### config.mk
export PLATFORM = sky130hd
export DESIGN_NAME = kms_scanner
export DESIGN_NICKNAME = d
export VERILOG_FILES = /design/src/design/kms_col_drive.v /design/src/design/kms_scanner.v
export VERILOG_INCLUDE_DIRS = /design/src /design/src/include
export SDC_FILE = /design/constraint.sdc
export NUM_CORES = 1
export LEC_CHECK = 0
export ABC_CLOCK_PERIOD_IN_PS = 2150
export BUFFER_PORTS_ARGS = -buffer_cell sky130_fd_sc_hd__buf_2
export CAP_MARGIN = 20
export CORE_ASPECT_RATIO = 0.75
export CORE_MARGIN = 4
export CORE_UTILIZATION = 25
export CTS_BUF_LIST = sky130_fd_sc_hd__clkbuf_16
export CTS_CLUSTER_SIZE = 24
export DETAILED_ROUTE_END_ITERATION = 8
export PLACE_DENSITY = 0.52
export SYNTH_ARGS = -nofsm -noshare
export SYNTH_HDL_FRONTEND = slang
export SYNTH_SLANG_ARGS = --single-unit
### constraint.sdc
create_clock -name mclk -period 2.15 [get_ports mclk]
set_clock_uncertainty 0.2 [all_clocks]
set_input_delay 0.1075 -clock mclk [delete_from_list [all_inputs] [get_ports mclk]]
set_output_delay 0.1075 -clock mclk [all_outputs]
set_load 0.01 [all_outputs]
### src/include/kms_regs.vh
// Constants for the keypad matrix scanner
`ifndef KMS_REGS_VH
`define KMS_REGS_VH
`define KMS_COLS 8
`define KMS_ROWS 8
`define KMS_COL_W 3
`define KMS_MODE_W 2
`define KMS_MODE_ONE 2'h0
`define KMS_MODE_LOW 2'h1
`define KMS_MODE_HIGH 2'h2
`define KMS_MODE_FLOAT 2'h3
`define KMS_RST_MODE 2'h3
`define KMS_RST_COL 3'h0
`define KMS_RST_SEL 8'hFF
`endif

### src/design/kms_col_drive.v
// Column drive decode for the keypad matrix scanner
`timescale 1ns/1ps
`include "kms_regs.vh"
module kms_col_drive (
  input wire [`KMS_MODE_W-1:0] mode, // Column drive mode
  input wire [`KMS_COL_W-1:0] col_sel, // Column for single-strobe mode
  output reg [`KMS_COLS-1:0] col_val, // Level on each column
  output reg [`KMS_COLS-1:0] col_en // Drive enable per column
);
  always @* begin
    col_val = 8'h00;
    col_en = 8'h00;
    case (mode)
      `KMS_MODE_ONE: begin
        col_val[col_sel] = 1'b1;
        col_en[col_sel] = 1'b1;
      end
      `KMS_MODE_LOW: begin
        col_val = 8'h00;
        col_en = 8'hFF;
      end
      `KMS_MODE_HIGH: begin
        col_val = 8'hFF;
        col_en = 8'hFF;
      end
      default: begin
        col_val = 8'h00;
        col_en = 8'h00;
      end
    endcase
  end
endmodule // kms_col_drive

### src/design/kms_scanner.v
// Keypad matrix scanner: column strobes and row-sense interrupt
`timescale 1ns/1ps
`include "kms_regs.vh"
module kms_scanner (
  input wire mclk, // 100 MHz clock
  input wire rst, // Synchronous reset, active high
  input wire ce, // Clock enable, freezes state when low
  input wire [`KMS_MODE_W-1:0] col_mode, // Column drive mode from control logic
  input wire [`KMS_COL_W-1:0] col_sel, // Column strobed in single mode
  input wire [`KMS_ROWS-1:0] row_int_sel, // Rows that take part in the interrupt
  input wire [`KMS_ROWS-1:0] row_sense_port, // Row pins from the matrix
  output reg [`KMS_COLS-1:0] col_out_q, // Column pin levels
  output reg [`KMS_COLS-1:0] col_oe_q, // Column pin enables, high drives
  output reg [`KMS_ROWS-1:0] row_state_q, // Synchronised row levels
  output reg kbd_irq_q, // Keyboard interrupt level
  output reg kbd_wake_async // Unclocked wake request for standby
);
  // Column drive phases share the mode encoding of the decoder
  localparam COL_ONE = `KMS_MODE_ONE;
  localparam COL_LOW = `KMS_MODE_LOW;
  localparam COL_HIGH = `KMS_MODE_HIGH;
  localparam COL_FLOAT = `KMS_MODE_FLOAT;

  // Interrupt tracker states
  localparam IRQ_IDLE = 1'b0;
  localparam IRQ_ACTIVE = 1'b1;

  reg [`KMS_MODE_W-1:0] col_state_q;
  reg [`KMS_MODE_W-1:0] col_state_d;
  reg [`KMS_COL_W-1:0] col_sel_q;
  reg [`KMS_COL_W-1:0] col_sel_d;
  wire [`KMS_COLS-1:0] drive_val;
  wire [`KMS_COLS-1:0] drive_en;

  reg [`KMS_ROWS-1:0] row_meta_q;
  reg [`KMS_ROWS-1:0] row_meta_d;
  reg [`KMS_ROWS-1:0] row_state_d;

  reg rows_hit;
  reg irq_state_q;
  reg irq_state_d;
  reg kbd_irq_d;

  function kms_any_selected;
    input [`KMS_ROWS-1:0] rows;
    input [`KMS_ROWS-1:0] mask;
    begin
      kms_any_selected = |(rows & mask);
    end
  endfunction

  // Mode is held as a phase; the decoder sees the next phase, so the
  // pins still change one edge after the request
  always @* begin
    col_state_d = col_state_q;
    col_sel_d = col_sel_q;
    if (ce) begin
      col_sel_d = col_sel;
      case (col_mode)
        `KMS_MODE_ONE: begin
          col_state_d = COL_ONE;
        end
        `KMS_MODE_LOW: begin
          col_state_d = COL_LOW;
        end
        `KMS_MODE_HIGH: begin
          col_state_d = COL_HIGH;
        end
        default: begin
          col_state_d = COL_FLOAT;
        end
      endcase
    end
  end

  // Reset leaves every column floating, so no key can short two columns
  always @(posedge mclk) begin
    if (rst) begin
      col_state_q <= `KMS_RST_MODE;
    end else begin
      col_state_q <= col_state_d;
    end
  end

  // Select is only taken with ce, like the phase
  always @(posedge mclk) begin
    if (rst) begin
      col_sel_q <= `KMS_RST_COL;
    end else begin
      col_sel_q <= col_sel_d;
    end
  end

  kms_col_drive u_drive (
    .mode(col_state_d),
    .col_sel(col_sel_d),
    .col_val(drive_val),
    .col_en(drive_en)
  );

  // Pins follow the decoded phase; floating columns show zero on both
  always @(posedge mclk) begin
    if (rst) begin
      col_out_q <= 8'h00;
    end else begin
      col_out_q <= drive_val;
    end
  end

  always @(posedge mclk) begin
    if (rst) begin
      col_oe_q <= 8'h00;
    end else begin
      col_oe_q <= drive_en;
    end
  end

  // Rows are asynchronous pins: two flops before any logic but the wake path reads them
  always @* begin
    row_meta_d = row_meta_q;
    if (ce) begin
      row_meta_d = row_sense_port;
    end
  end

  always @* begin
    row_state_d = row_state_q;
    if (ce) begin
      row_state_d = row_meta_q;
    end
  end

  always @(posedge mclk) begin
    if (rst) begin
      row_meta_q <= 8'h00;
    end else begin
      row_meta_q <= row_meta_d;
    end
  end

  // Second stage; the only one that logic may read
  always @(posedge mclk) begin
    if (rst) begin
      row_state_q <= 8'h00;
    end else begin
      row_state_q <= row_state_d;
    end
  end

  // Only the second stage feeds the interrupt, at one edge more latency
  always @* begin
    rows_hit = kms_any_selected(row_state_q, row_int_sel);
  end

  // Level tracker, no sticky flag: it follows the selected rows
  always @* begin
    irq_state_d = irq_state_q;
    if (ce) begin
      case (irq_state_q)
        IRQ_IDLE: begin
          if (rows_hit) begin
            irq_state_d = IRQ_ACTIVE;
          end
        end
        IRQ_ACTIVE: begin
          if (!rows_hit) begin
            irq_state_d = IRQ_IDLE;
          end
        end
        default: begin
          irq_state_d = IRQ_IDLE;
        end
      endcase
    end
  end

  always @* begin
    case (irq_state_d)
      IRQ_ACTIVE: begin
        kbd_irq_d = 1'b1;
      end
      default: begin
        kbd_irq_d = 1'b0;
      end
    endcase
  end

  always @(posedge mclk) begin
    if (rst) begin
      irq_state_q <= IRQ_IDLE;
    end else begin
      irq_state_q <= irq_state_d;
    end
  end

  // Output copy of the tracker, so the pin comes straight from a flop
  always @(posedge mclk) begin
    if (rst) begin
      kbd_irq_q <= 1'b0;
    end else begin
      kbd_irq_q <= kbd_irq_d;
    end
  end

  // Standby stops mclk, so the wake path cannot wait for the synchroniser;
  // it reads the raw pins and is kept combinational on purpose
  always @* begin
    kbd_wake_async = kms_any_selected(row_sense_port, row_int_sel);
  end
endmodule // kms_scanner

==> flow_summary.toml <==
[routing]
ant_nets = 0
viasPerCell = 4.41
vias = 1243
drtPass1Iterations = 4
wire_per_inst_um = 12.8
wirelength_mm = 3.61
drt-initial-drc-count = 45
drc = 0

[grt]
grt_max_degree = 31
overflow = 0
grt_pass1_vias = 1211
grt_pass1_wl_mm = 5.91
grt_antenna_before_repair = 0
grtUsageTotal_pct = 10.3

[sta]
slew_headroom_pct = 71.8
fmax_mhz = 532
hold_ws_ns = 0.0298
final.period_utilization_pct = 87.5
tns_ns = 0
setup_ws_ns = 0.270
rsz0062_at_grt = "no"
tightest_slew_ns = 0.423
setup_violations = 0
slew_viol_final = 0
hold_viol = 0
period_needed_ns = 1.88

[clocking]
path_clk_slew_ns = 0.05
h-tree-depth = 2
postCtsSetupBuffers = 0
cts_buffers = 5
clockRootBuffer = "clkbuf_16"
clock_path_buffers = 2
cts_tree = "done"
cts.sinks = 38
insertion_delay_ns = 0.27

[setup_path]
crit_arrival_ns = 1.88
crit_path_top_delay_cell = "dlygate4sd3_1"
worstSetupPathType = "in -> reg"
startpoint_type = "input pin"
slowest_delay_ns = 0.53
crit_chain = "dlygate4sd3_1 > buf_2 > mux2i_1 > inv_1 > ha_1 > or2_2 > a21oi_1"
cp-end-kind = "flop"
required_ns = 2.15
worstPathMaxFanout = 8

[synthesis]
synth.avg_cell_area_um2 = 10.5
synth_area_mm2 = 0.00148
synth-seq-area-share_pct = 51.6
synthesis.nets = 168
ys_seq_elements = 38
synthCells = 141
ys_warn_count = 0
ys_types = 25

[final_layout]
multi_input_area_um2 = 651
nFillCells = 592
fin_util_pct = 37.6
area_delta_synth_final_pct = 41.0
finalNetCount = 234
drive_gt1_share_pct = 29.0
regArea_um2 = 761
n_antenna_cell = 0

[power]
p_sw_mw = 0.380
swShare_pct = 23.1
p_per_area_mw_per_mm2 = 792
clkPwrFrac_pct = 40.2
p_int_mw = 1.27
ir_worst_vdd_v = 0.000271
p_leak_nw = 0.973
p_seq_share_pct = 46.5
combinationalPowerShare_pct = 13.3

[die]
fp.dieArea_mm2 = 0.00721
io_pins = 50
core_mm2 = 0.00553
rows = 23
die_y_um = 74.5
die_w_um = 96.7
start_util_pct = 26.7

[run_status]
status = "finished clean"

[hold_path]
hold_class = "in -> reg"

[place]
gp_routability_congestion = 0.725
dp_slack_ns = 0.455
port_buffers = 49
dpl.hpwl_mm = 2.64

[run]
cap_violations = 0
state kept, by name, summed over array words and instances (netlist names):
register,cells
row_state_q,8
col_out_q,8
row_meta_q,8
col_oe_q,8
col_sel_q,3
col_state_q,2
irq_state_q,1
per-stage QoR:
| stage | power, mW | area [um^2] | cells |
|---|---|---|---|
| 2_1_floorplan | 0.897 | 1480 | 141 |
| 3_3_place_gp | 0.976 | 1780 | 258 |
| 3_5_place_dp | 0.977 | 1780 | 258 |
| 4_1_cts | 1.67 | 2080 | 282 |
| 5_1_grt | 1.72 | 2080 | 282 |
| 6_report | 1.65 | 2080 | 282 |
critical path: cells and delay by family:
kind,cells,cell delay (ns)
buffers and inverters,3,0.74
AO/OA/AOI/OAI,1,0.15
AND/OR/NAND/NOR,1,0.37
adder cells (fa/ha/maj),1,0.20
multiplexers,1,0.31
worst paths after layout:
check	from	endpoint	slack, ns	cells past startpoint
worst max-delay path	col_mode[0]	col_oe_q[4]	0.27	7
worst min-delay path	ce	col_state_q[0]	0.03	3
worst min register to register	irq_state_q	irq_state_q	0.28	2
worst max register to register	col_state_q[0]	col_oe_q[4]	0.50	5
cell type report:
class / count / area share [%]
Inverter: 3 / 0.542
Tap cell: 75 / 4.51
Clock buffer: 5 / 6.02
Sequential cell: 38 / 36.6
Multi-Input combinational cell: 91 / 31.3
Timing Repair Buffer: 68 / 20.7
Clock inverter: 2 / 0.361
power groups by stage:
stage	sequential, mW	combinational, mW	clock (mW)
after floorplan	0.793	0.104	0
after global placement	0.781	0.195	0
after detailed placement	0.781	0.196	0
after CTS	0.766	0.222	0.680
after global routing	0.770	0.244	0.711
final	0.765	0.219	0.662
logic make-up (layout without fill, tap and decap cells):
group	after synthesis	in the layout	share of synthesized area, %
AOI/OAI and AO/OA	32	32	13.8
muxes	22	22	15.9
buffers and inverters	12	78	4.33
adders and majority gates	3	3	2.54
DFF	38	38	51.6
and+or+nand+nor	34	34	11.9
routing by layer:
metal | track usage, % | routed length [um] | vias up | part of all wire, %
met5 | 0 | 0 | - | 0
met4 | 4.21 | 51 | 0 | 1.4
met3 | 3.19 | 122 | 5 | 3.4
met2 | 16.4 | 1650 | 23 | 46
met1 | 13.2 | 1790 | 584 | 50
li1 | - | - | 631 | -
cell usage after synthesis, drive strengths merged:
cell type	count	area (um^2)
nand2	1	3.75
mux2	1	11.3
nor2	20	75.1
a222oi	1	10.0
nand4	1	6.26
clkbuf	4	15.0
o211ai	8	60.1
a311oi	1	8.76
inv	3	11.3
dfxtp	38	761
a22oi	6	45.0
and3b	3	26.3
and3	2	12.5
nor3b	3	27.5
a21oi	16	80.1
nor3	1	5.00
or2	1	6.26
mux2i	21	223
ha	3	37.5
nand2b	2	12.5
buf	5	37.5
cell usage in the layout (no fill, tap or decap):
master          n
buf_2          49
dfxtp_1        38
mux2i_1        20
nor2_1         20
dlygate4sd3_1  17
a21oi_1        16
o211ai_1        8
a22oi_1         6
inv_1           5
clkbuf_16       5
and3b_1         3
ha_1            3
nand2b_1        2
and3_1          2
nor3b_1         2
buf_4           2
nand4_1         1
mux2i_4         1
mux2_2          1
or2_2           1
nand2_1         1
a222oi_1        1
a311oi_1        1
nor3b_2         1
nor3_1          1
repair_timing:
item	in CTS	in global routing
hold buffers	17	0
hold endpoints to repair	16	0
endpoints found under the setup margin	0	0
gates resized for setup	0	0
Note: power is estimated with default switching activity, not from simulation.
